[src/logic/fcd_control_decode_defines.vh]
/*
 * Constants for the floating-point unit control and decode block:
 * register offsets, field positions, reset values and decode codes.
 * Assumes inclusion by its bare name from the design file.
 */
`ifndef FCD_CONTROL_DECODE_DEFINES_VH
`define FCD_CONTROL_DECODE_DEFINES_VH

// Register byte offsets
`define FCD_CTRL_OFF 12'h000
`define FCD_STAT_OFF 12'h004
`define FCD_RES_OFF 12'h008

// Control register field positions
`define FCD_INSTR_LSB 0
`define FCD_BYPASS_LSB 10
`define FCD_TEMP_EDGE_BIT 13
`define FCD_SSEL_LSB 14
`define FCD_HALF_BIT 16
`define FCD_RES_EN_N_BIT 17
`define FCD_STAT_EN_N_BIT 18
`define FCD_COND_EN_N_BIT 19
`define FCD_STALL_N_BIT 20

// Control register reset: all enables off, stall released, bypass all
`define FCD_CTRL_RESET 32'h001EDC00

// Instruction fields
`define FCD_I_MODE 9
`define FCD_I_PREC_A 8
`define FCD_I_PREC_B 7
`define FCD_I_UNIT 6

// Unit code of bits 6-5 in independent mode
`define FCD_UNIT_ALU2 2'h0
`define FCD_UNIT_ALU1 2'h1
`define FCD_UNIT_MUL 2'h2

// Status source select: both high follows the output source
`define FCD_SSEL_FOLLOW 2'h3

`endif

[src/logic/fcd_control_decode.v]
/*
 * Control and decode block of a microprogrammed floating-point unit.
 * Software sets instruction, bypass, select, enable and stall bits over
 * APB; the block latches the instruction, decodes it into datapath
 * controls, steers result halves and status onto the output buses.
 * Assumes the arithmetic datapath supplies result halves, unit status,
 * exception and denormal flags synchronous to pclk.
 */
// Our own choices: the placing of the registers and the APB register port.
`timescale 1ns/10ps
`default_nettype none
`include "fcd_control_decode_defines.vh"

module fcd_control_decode #(
  parameter STAT_W = 8,
  parameter [1:0] SSEL_FORCE_ALU = 2'h1,
  parameter [1:0] SSEL_FORCE_MUL = 2'h2
) (
  input wire pclk, // Bus and device clock
  input wire presetn, // Asynchronous reset, low active
  input wire psel, // APB select
  input wire penable, // APB enable
  input wire pwrite, // APB write
  input wire [11:0] paddr, // APB byte address
  input wire [31:0] pwdata, // APB write data
  output reg [31:0] prdata, // APB read data
  output reg pready, // APB ready
  output reg pslverr, // APB error on unmapped address
  input wire [31:0] result_lo, // Datapath result low half
  input wire [31:0] result_hi, // Datapath result high half
  input wire [STAT_W-1:0] alu_status, // ALU status flags
  input wire [STAT_W-1:0] mul_status, // Multiplier status flags
  input wire [3:0] alu_condition, // ALU compare conditions
  input wire alu_exception, // ALU raised an exception
  input wire mul_exception, // Multiplier raised an exception
  input wire a_denormal_in, // A operand is a denormal
  input wire b_denormal_in, // B operand is a denormal
  output reg [31:0] result_bus, // Selected result half
  output reg result_bus_oe, // Result bus driven
  output reg [STAT_W-1:0] status_bus, // Selected status
  output reg status_bus_oe, // Status bus driven
  output reg [3:0] condition_bus, // Condition outputs
  output reg condition_bus_oe, // Condition bus driven
  output reg chained_exception_flag, // Deselected unit exception
  output reg mode_chained, // Chained operation
  output reg out_source_mul, // Output source is multiplier
  output reg alu_active, // ALU operation decoded
  output reg mul_active, // Multiplier operation decoded
  output reg alu_one_operand, // One-operand ALU operation
  output reg [4:0] alu_function, // One-operand function code
  output reg [1:0] alu_op, // Two-operand or chained ALU op
  output reg abs_a, // Absolute value of A
  output reg abs_b, // Absolute value of B
  output reg abs_y, // Absolute value of ALU result
  output reg neg_alu, // Negate ALU result
  output reg neg_mul, // Negate multiplier result
  output reg wrapped_a, // A operand wrapped format
  output reg wrapped_b, // B operand wrapped format
  output reg alu_b_zero, // Force ALU B to zero
  output reg mul_b_one, // Force multiplier B to one
  output reg prec_a_double, // A operand double precision
  output reg prec_b_double, // B operand double precision
  output reg result_double, // Result double precision
  output reg mul_input_invalid, // Denormal reaches multiplier
  output reg temp_load_fall, // Temp register loads on falling edge
  output reg stalled // Device frozen
);

  reg [31:0] ctrl_q;
  reg [9:0] instr_q;
  reg [STAT_W-1:0] stat_hold_q;
  reg [3:0] cond_hold_q;
  reg [STAT_W-1:0] stat_sel;
  reg [STAT_W-1:0] stat_src;
  reg [3:0] cond_src;
  reg sel_mul_status;
  reg [31:0] rd_d;
  reg err_d;
  wire [9:0] instr_field;
  wire [2:0] register_bypass_select;
  wire [1:0] status_source_select;
  wire result_half_select;
  wire result_bus_enable_n;
  wire status_bus_enable_n;
  wire condition_bus_enable_n;
  wire stall_n;
  wire run;
  wire acc;
  wire [1:0] unit_code;
  wire chained;
  wire res_dbl;

  assign instr_field = ctrl_q[`FCD_INSTR_LSB+9:`FCD_INSTR_LSB];
  assign register_bypass_select = ctrl_q[`FCD_BYPASS_LSB+2:`FCD_BYPASS_LSB];
  assign status_source_select = ctrl_q[`FCD_SSEL_LSB+1:`FCD_SSEL_LSB];
  assign result_half_select = ctrl_q[`FCD_HALF_BIT];
  assign result_bus_enable_n = ctrl_q[`FCD_RES_EN_N_BIT];
  assign status_bus_enable_n = ctrl_q[`FCD_STAT_EN_N_BIT];
  assign condition_bus_enable_n = ctrl_q[`FCD_COND_EN_N_BIT];
  assign stall_n = ctrl_q[`FCD_STALL_N_BIT];
  assign run = stall_n;
  assign acc = psel & penable;

  assign unit_code = instr_q[6:5];
  assign chained = instr_q[`FCD_I_MODE];
  assign res_dbl = instr_q[`FCD_I_PREC_A] | instr_q[`FCD_I_PREC_B];

  // APB slave: one wait state, data and error from flops
  always @* begin
    rd_d = 32'h00000000;
    err_d = 1'b0;
    case (paddr)
      `FCD_CTRL_OFF: rd_d = ctrl_q;
      `FCD_STAT_OFF: rd_d = {stalled, chained_exception_flag, mul_input_invalid,
                             mode_chained, out_source_mul, 15'h0000,
                             {(12-STAT_W){1'b0}}, stat_sel};
      `FCD_RES_OFF: rd_d = result_bus;
      default: err_d = 1'b1;
    endcase
  end

  always @(posedge pclk or negedge presetn) begin
    if (!presetn) begin
      pready <= 1'b0;
      prdata <= 32'h00000000;
      pslverr <= 1'b0;
      ctrl_q <= `FCD_CTRL_RESET;
    end else begin
      pready <= acc & ~pready;
      if (acc & ~pready) begin
        prdata <= pwrite ? 32'h00000000 : rd_d;
        pslverr <= err_d;
      end
      if (acc & pready & pwrite & (paddr == `FCD_CTRL_OFF))
        ctrl_q <= pwdata;
    end
  end

  // Status source choice
  always @* begin
    if (status_source_select == `FCD_SSEL_FOLLOW)
      sel_mul_status = instr_q[`FCD_I_UNIT];
    else if (status_source_select == SSEL_FORCE_MUL)
      sel_mul_status = 1'b1;
    else if (status_source_select == SSEL_FORCE_ALU)
      sel_mul_status = 1'b0;
    else
      sel_mul_status = instr_q[`FCD_I_UNIT];
    stat_src = sel_mul_status ? mul_status : alu_status;
    cond_src = alu_condition;
    // Transparent unless output registers are enabled
    stat_sel = register_bypass_select[2] ? stat_src : stat_hold_q;
  end

  // Instruction latch, status register and decode, frozen while stalled
  always @(posedge pclk or negedge presetn) begin
    if (!presetn) begin
      instr_q <= 10'h000;
      stat_hold_q <= {STAT_W{1'b0}};
      cond_hold_q <= 4'h0;
      stalled <= 1'b0;
      temp_load_fall <= 1'b0;
      mode_chained <= 1'b0;
      out_source_mul <= 1'b0;
      alu_active <= 1'b0;
      mul_active <= 1'b0;
      alu_one_operand <= 1'b0;
      alu_function <= 5'h00;
      alu_op <= 2'h0;
      abs_a <= 1'b0;
      abs_b <= 1'b0;
      abs_y <= 1'b0;
      neg_alu <= 1'b0;
      neg_mul <= 1'b0;
      wrapped_a <= 1'b0;
      wrapped_b <= 1'b0;
      alu_b_zero <= 1'b0;
      mul_b_one <= 1'b0;
      prec_a_double <= 1'b0;
      prec_b_double <= 1'b0;
      result_double <= 1'b0;
      mul_input_invalid <= 1'b0;
      chained_exception_flag <= 1'b0;
    end else begin
      stalled <= ~stall_n;
      temp_load_fall <= ctrl_q[`FCD_TEMP_EDGE_BIT];
      if (run) begin
        instr_q <= instr_field;
        if (!register_bypass_select[2]) begin
          stat_hold_q <= stat_src;
          cond_hold_q <= cond_src;
        end
        mode_chained <= chained;
        out_source_mul <= instr_q[`FCD_I_UNIT];
        prec_a_double <= instr_q[`FCD_I_PREC_A];
        prec_b_double <= instr_q[`FCD_I_PREC_B];
        result_double <= res_dbl;
        if (chained) begin
          alu_active <= 1'b1;
          mul_active <= 1'b1;
          alu_one_operand <= 1'b0;
          alu_function <= 5'h00;
          alu_op <= instr_q[1:0];
          alu_b_zero <= instr_q[5];
          mul_b_one <= instr_q[4];
          neg_alu <= instr_q[3];
          neg_mul <= instr_q[2];
          abs_a <= 1'b0;
          abs_b <= 1'b0;
          abs_y <= 1'b0;
          wrapped_a <= 1'b0;
          wrapped_b <= 1'b0;
          mul_input_invalid <= 1'b0;
          chained_exception_flag <= instr_q[`FCD_I_UNIT] ? alu_exception : mul_exception;
        end else begin
          chained_exception_flag <= 1'b0;
          alu_b_zero <= 1'b0;
          mul_b_one <= 1'b0;
          neg_alu <= 1'b0;
          case (unit_code)
            `FCD_UNIT_ALU2: begin
              alu_active <= 1'b1;
              mul_active <= 1'b0;
              alu_one_operand <= 1'b0;
              alu_function <= 5'h00;
              alu_op <= instr_q[1:0];
              abs_a <= instr_q[4];
              abs_b <= instr_q[3];
              abs_y <= instr_q[2];
              neg_mul <= 1'b0;
              wrapped_a <= 1'b0;
              wrapped_b <= 1'b0;
              mul_input_invalid <= 1'b0;
            end
            `FCD_UNIT_ALU1: begin
              alu_active <= 1'b1;
              mul_active <= 1'b0;
              alu_one_operand <= 1'b1;
              alu_function <= instr_q[4:0];
              alu_op <= 2'h0;
              abs_a <= 1'b0;
              abs_b <= 1'b0;
              abs_y <= 1'b0;
              neg_mul <= 1'b0;
              wrapped_a <= 1'b0;
              wrapped_b <= 1'b0;
              mul_input_invalid <= 1'b0;
            end
            default: begin
              alu_active <= 1'b0;
              mul_active <= 1'b1;
              alu_one_operand <= 1'b0;
              alu_function <= 5'h00;
              alu_op <= 2'h0;
              abs_a <= instr_q[4];
              abs_b <= instr_q[3];
              abs_y <= 1'b0;
              neg_mul <= instr_q[2];
              wrapped_a <= instr_q[1];
              wrapped_b <= instr_q[0];
              // Widening leaves a denormal unnormalised
              mul_input_invalid <= a_denormal_in | b_denormal_in;
            end
          endcase
        end
      end
    end
  end

  // Output steering uses control bits, the decoded result precision and the status source choice
  always @(posedge pclk or negedge presetn) begin
    if (!presetn) begin
      result_bus <= 32'h00000000;
      result_bus_oe <= 1'b0;
      status_bus <= {STAT_W{1'b0}};
      status_bus_oe <= 1'b0;
      condition_bus <= 4'h0;
      condition_bus_oe <= 1'b0;
    end else if (run) begin
      result_bus_oe <= ~result_bus_enable_n;
      if (result_bus_enable_n)
        result_bus <= 32'h00000000;
      else if (result_double & result_half_select)
        result_bus <= result_hi;
      else
        result_bus <= result_lo;
      status_bus_oe <= ~status_bus_enable_n;
      status_bus <= status_bus_enable_n ? {STAT_W{1'b0}} : stat_sel;
      condition_bus_oe <= ~condition_bus_enable_n;
      condition_bus <= condition_bus_enable_n ? 4'h0 :
                       (register_bypass_select[2] ? cond_src : cond_hold_q);
    end
  end

endmodule // fcd_control_decode
`default_nettype wire

[config.mk]
export PLATFORM = sky130hd
export DESIGN_NAME = fcd_control_decode
export DESIGN_NICKNAME = d
export VERILOG_FILES = /design/src/logic/fcd_control_decode.v
export VERILOG_INCLUDE_DIRS = /design/src /design/src/logic
export SDC_FILE = /design/constraint.sdc
export NUM_CORES = 1
export LEC_CHECK = 0
export BUFFER_PORTS_ARGS = -buffer_cell sky130_fd_sc_hd__buf_2
export CAP_MARGIN = 10
export CORE_MARGIN = 3
export CORE_UTILIZATION = 29
export DETAILED_ROUTE_END_ITERATION = 10
export SETUP_SLACK_MARGIN = 0.05
export SLEW_MARGIN = 20
export SYNTH_ARGS = -nofsm -noshare
export SYNTH_HDL_FRONTEND = slang
export SYNTH_SLANG_ARGS = --single-unit
export TNS_END_PERCENT = 50
[constraint.sdc]
create_clock -name pclk -period 1.7 [get_ports pclk]
set_input_delay 0.17 -clock pclk [delete_from_list [all_inputs] [get_ports pclk]]
set_output_delay 0.17 -clock pclk [all_outputs]
set_load 0.01 [all_outputs]
# == Word level (Yosys, flattened, before mapping) ==
# Cells that the tools add are included.
# classes
bitwise,14
eq_ne,6
muxes,42
n_reduce_logical,5
# ops
cell,n
32-bit two-way mux,3
32-bit one-hot mux with 3 select lines,1
1-bit two-way mux,29
8-bit two-way mux,3
12-bit by 3-bit == test with 1-bit output (second input constant),1
12-bit by 4-bit == test with 1-bit output (second input constant),1
12-bit logical NOT,1
5-bit two-way mux,2
4-bit two-way mux,2
1-bit AND,6
1-bit NOT,6
2-bit by 1-bit == test with 1-bit output (second input constant),2
2-bit == test (second input constant),2
2-bit two-way mux,2
3-bit OR reduction,1
2-bit logical NOT,1
1-bit bitwise OR,2
2-bit AND reduction,1
2-bit OR reduction,1
# word_totals
input_bits,137
reg_bits,163

# == Longest topological paths before layout ==
# depth
ltp_word,8
ltp_mapped,6
ltp_nobuf,4

# == Worst setup path after synthesis ==
# OpenSTA, ideal clock, no wires.
# synth_timing
path_kind,input port to flip-flop
startpoint,input port paddr[1]
endpoint,register ctrl_q[13]
t_required_ns,1.575
cell_stages,6
setup_ns,0.125
path_buffers,2
slack_ns,-0.365
arrival_ns,1.939
path_cell_list,or4_4 -> nor4_4 -> and3_1 -> buf_6 -> buf_12 -> mux2_4
# synth_via
elab_chain_len,2
# synth_lines
element,line_no,source
from (decl),fcd_control_decode.v:24,"input wire [11:0] paddr,"
12-bit logical NOT,--,
1-bit AND,fcd_control_decode.v:134,if (acc & pready & pwrite & (paddr == `FCD_CTRL_OFF))
to (signal assigned),fcd_control_decode.v:127,ctrl_q <= `FCD_CTRL_RESET;
to (signal assigned),fcd_control_decode.v:135,ctrl_q <= pwdata;
to (decl),fcd_control_decode.v:69,reg [31:0] ctrl_q;
# Every way passes these cells.
# A chain may end at the register's enable or synchronous reset.

# == Worst setup path in the final report ==
# layout_timing
startpoint,input port paddr[1]
endpoint,register ctrl_q[8]
# Same word-level chain as after synthesis.

==> flow_metrics.env <==
export IMPL_instances_no_fill=1249
export IMPL_grt_start_max_net_pins=60
export IMPL_path_cells="buf_2 > or4_4 > nor4_4 > and3_4 > buf_12 > mux2_4"
export IMPL_slowest_stage="or4_4"
export IMPL_core_area_um2=24700
export IMPL_ir_drop_mv=0.501
export IMPL_first_pass_iters=4
export IMPL_grt_pass1_wl_mm=35.6
export IMPL_cts_sinks=163
export IMPL_yosysMostFrequentCell="dfrtp_1"
export IMPL_grt_antenna_before_repair=1
export IMPL_p_leak_uw=0.00522
export IMPL_cts_made_buffers=17
export IMPL_synthTopCellsByCount="154 x dfrtp_1, 69 x mux2i_1, 60 x o21ai_0, 52 x o2bb2ai_1, 43 x nand2_1"
export IMPL_globalplace_congestion=0.784
export IMPL_maxSlewViolCount=0
export IMPL_startpoint_type="input pin"
export IMPL_drcViolationCount=0
export IMPL_clockBufferDepth=2
export IMPL_finalSetupViolCount=0
export IMPL_netlist_instances=606
export IMPL_fmax_mhz=617
export IMPL_routed_wirelength_mm=23.7
export IMPL_drt_initial_drc_count=212
export IMPL_worstPathRequired_ns=2.00
export IMPL_max_cap_viol_count=0
export IMPL_start_util_pct=29.9
export IMPL_finalCritPeriodShare_pct=95.4
export IMPL_dp_cells=1173
export IMPL_dp_hpwl_mm=17.0
export IMPL_cts_root_buffer="clkbuf_16"
export IMPL_die_h_um=166
export IMPL_async_flop_share_pct=100
export IMPL_holdWs_ns=0.0217
export IMPL_ys_types=38
export IMPL_min_period_ns=1.62
export IMPL_grt_pass1_vias=6111
export IMPL_grt_usage_pct=17.1
export IMPL_power_density_nw_per_um2=848
export IMPL_status="finished clean"
export IMPL_clock_skew_final_ns=0.0123
export IMPL_clock_latency_ns=0.42
export IMPL_synth_nets=743
export IMPL_rows=57
export IMPL_yosysWarnings=0
export IMPL_final_antenna_net_count=0
export IMPL_htreeDepth=4
export IMPL_cts_tree="built"
export IMPL_slew_headroom_pct=70.5
export IMPL_syn_to_final_growth_pct=40.1
export IMPL_hold_path_class="in2reg"
export IMPL_syn_cell_area_um2=7380
export IMPL_gr_total_overflow=0
export IMPL_worstPathArrival_ns=1.93
export IMPL_rsz0062_at_grt="yes"
export IMPL_via_count=5987
export IMPL_synth_top_cell_area_share_pct=52.2
export IMPL_path_max_fanout=16
export IMPL_io_pins=246
export IMPL_critPathKind="in2reg"
export IMPL_avgViaCountPerCell=4.79
export IMPL_die_x_um=166
export IMPL_tightest_slew_ns=0.443
export IMPL_synth_seq_cells=163
export IMPL_syn_area_per_cell_um2=12.2
export IMPL_dieArea_um2=27400
export IMPL_synth_area_leader_cell="dfrtp_1"
export IMPL_final_nets=1050
export IMPL_hold_viol_final=0
export IMPL_synth_flop_cell="dfrtp_1"
export IMPL_wl_per_cell_um=18.9
export IMPL_synth_edf_count=0
export IMPL_cp_end_kind="flop"
export IMPL_portBuffers=245
export IMPL_drive_above_1_share_pct=43.0
export IMPL_slowest_delay_ns=0.55
export IMPL_clk_pin_slew_ns=0.06
export IMPL_synth_area_top_cells="dfrtp_1 52%, mux2i_1 9.4%, o2bb2ai_1 6.2%"
export IMPL_ys_seq_area_share_pct=55.4
## final timing paths
path                               start              to  slack [ns]  cells after the start
setup reg to reg              ctrl_q[14]   status_bus[0]        0.09                      6
hold / removal             result_hi[31]  result_bus[31]        0.02                      3
min in group asynchronous        presetn      prdata[10]        0.24                      2
max in group asynchronous        presetn  stat_hold_q[4]        0.85                      3
hold reg to reg               ctrl_q[13]  temp_load_fall        0.43                      0
setup / recovery                paddr[1]       ctrl_q[8]        0.08                      6
## cells by family after synthesis
| logic type | synth area share, % |
|---|---|
| compound gates | 15.2 |
| buf+inv | 3.78 |
| flops | 55.4 |
| mux | 19.1 |
| simple gates | 6.48 |
## power by group
part	switching, uW	total (uW)	internal (uW)
combinational	307	640	333
sequential	43.6	3970	3930
clock	1620	4150	2540
## layout by cell type, fill, tap and decap left out, types with 2 or more instances in the layout
cell type	count
a22o_1	5
nand2b_2	3
buf_2	244
buf_4	33
dfrtp_1	154
inv_6	4
mux2_2	24
nand3_1	4
nor2b_1	9
a31oi_1	8
o21ai_1	9
buf_6	4
clkbuf_16	17
a32oi_1	8
a21oi_1	19
mux2_4	30
nor3_1	9
o31a_1	8
dlygate4sd3_1	41
inv_1	13
nand2b_1	4
bufinv_16	4
clkinv_2	2
o2bb2ai_1	52
buf_12	10
nand2_1	42
nor2_1	15
clkbuf_8	2
dfstp_2	9
o21ai_0	51
mux2i_1	69
## per-stage QoR
step	setup slack, ns	power (uW)	utilization (%)	cell area [um2]	TNS [ns]
2_1_floorplan	-0.322	4230	-	7380	-10.21
3_3_place_gp	-0.401	4610	37.4	9240	-15.99
3_5_place_dp	-0.428	4620	37.4	9240	-16.72
4_1_cts	0.0597	8910	41.6	10300	0
5_1_grt	0.0333	9120	41.9	10300	0
6_report	0.0789	8770	41.9	10300	0
## flip-flops by register name, indices dropped and copies added (netlist names), 2 cells and up
name and cells:
condition_bus 4, alu_function 5, prdata 32, instr_q 10, result_bus 32, stat_hold_q 8
cond_hold_q 4, alu_op 2, status_bus 8, ctrl_q 32
## worst max-delay path, delay by kind of cell
family | cells | cell delay, ns
buf+inv | 2 | 0.28
mux | 1 | 0.31
simple gates | 3 | 1.14
## cell type report
cell class | count | area, um2
clock inverters | 11 | 173
flip-flops and latches | 163 | 4090
repair buffers | 332 | 2120
fillers | 2421 | 14300
multi-input cells | 385 | 3040
well taps | 324 | 405
inverters | 14 | 52.6
diodes | 1 | 2.50
clock buffers | 19 | 453
## metal layers
layer | share of wire (%) | wire (um) | GRT usage, %
met2 | 48 | 11400 | 27.7
met4 | 1.2 | 291 | 4.95
met5 | 0 | 0 | 0
met1 | 45 | 10600 | 23.1
met3 | 5.8 | 1370 | 3.77
## what timing repair did
action / CTS / global route
cloned: 0 / 1
hold buffers: 40 / 1
pin swaps: 0 / 3
resized for setup: 2 / 18
setup endpoints to repair: 28 / 32
endpoints found under the hold margin: 70 / 1
buffers inserted: 0 / 3
No activity file was read; power rests on OpenSTA's default activity.
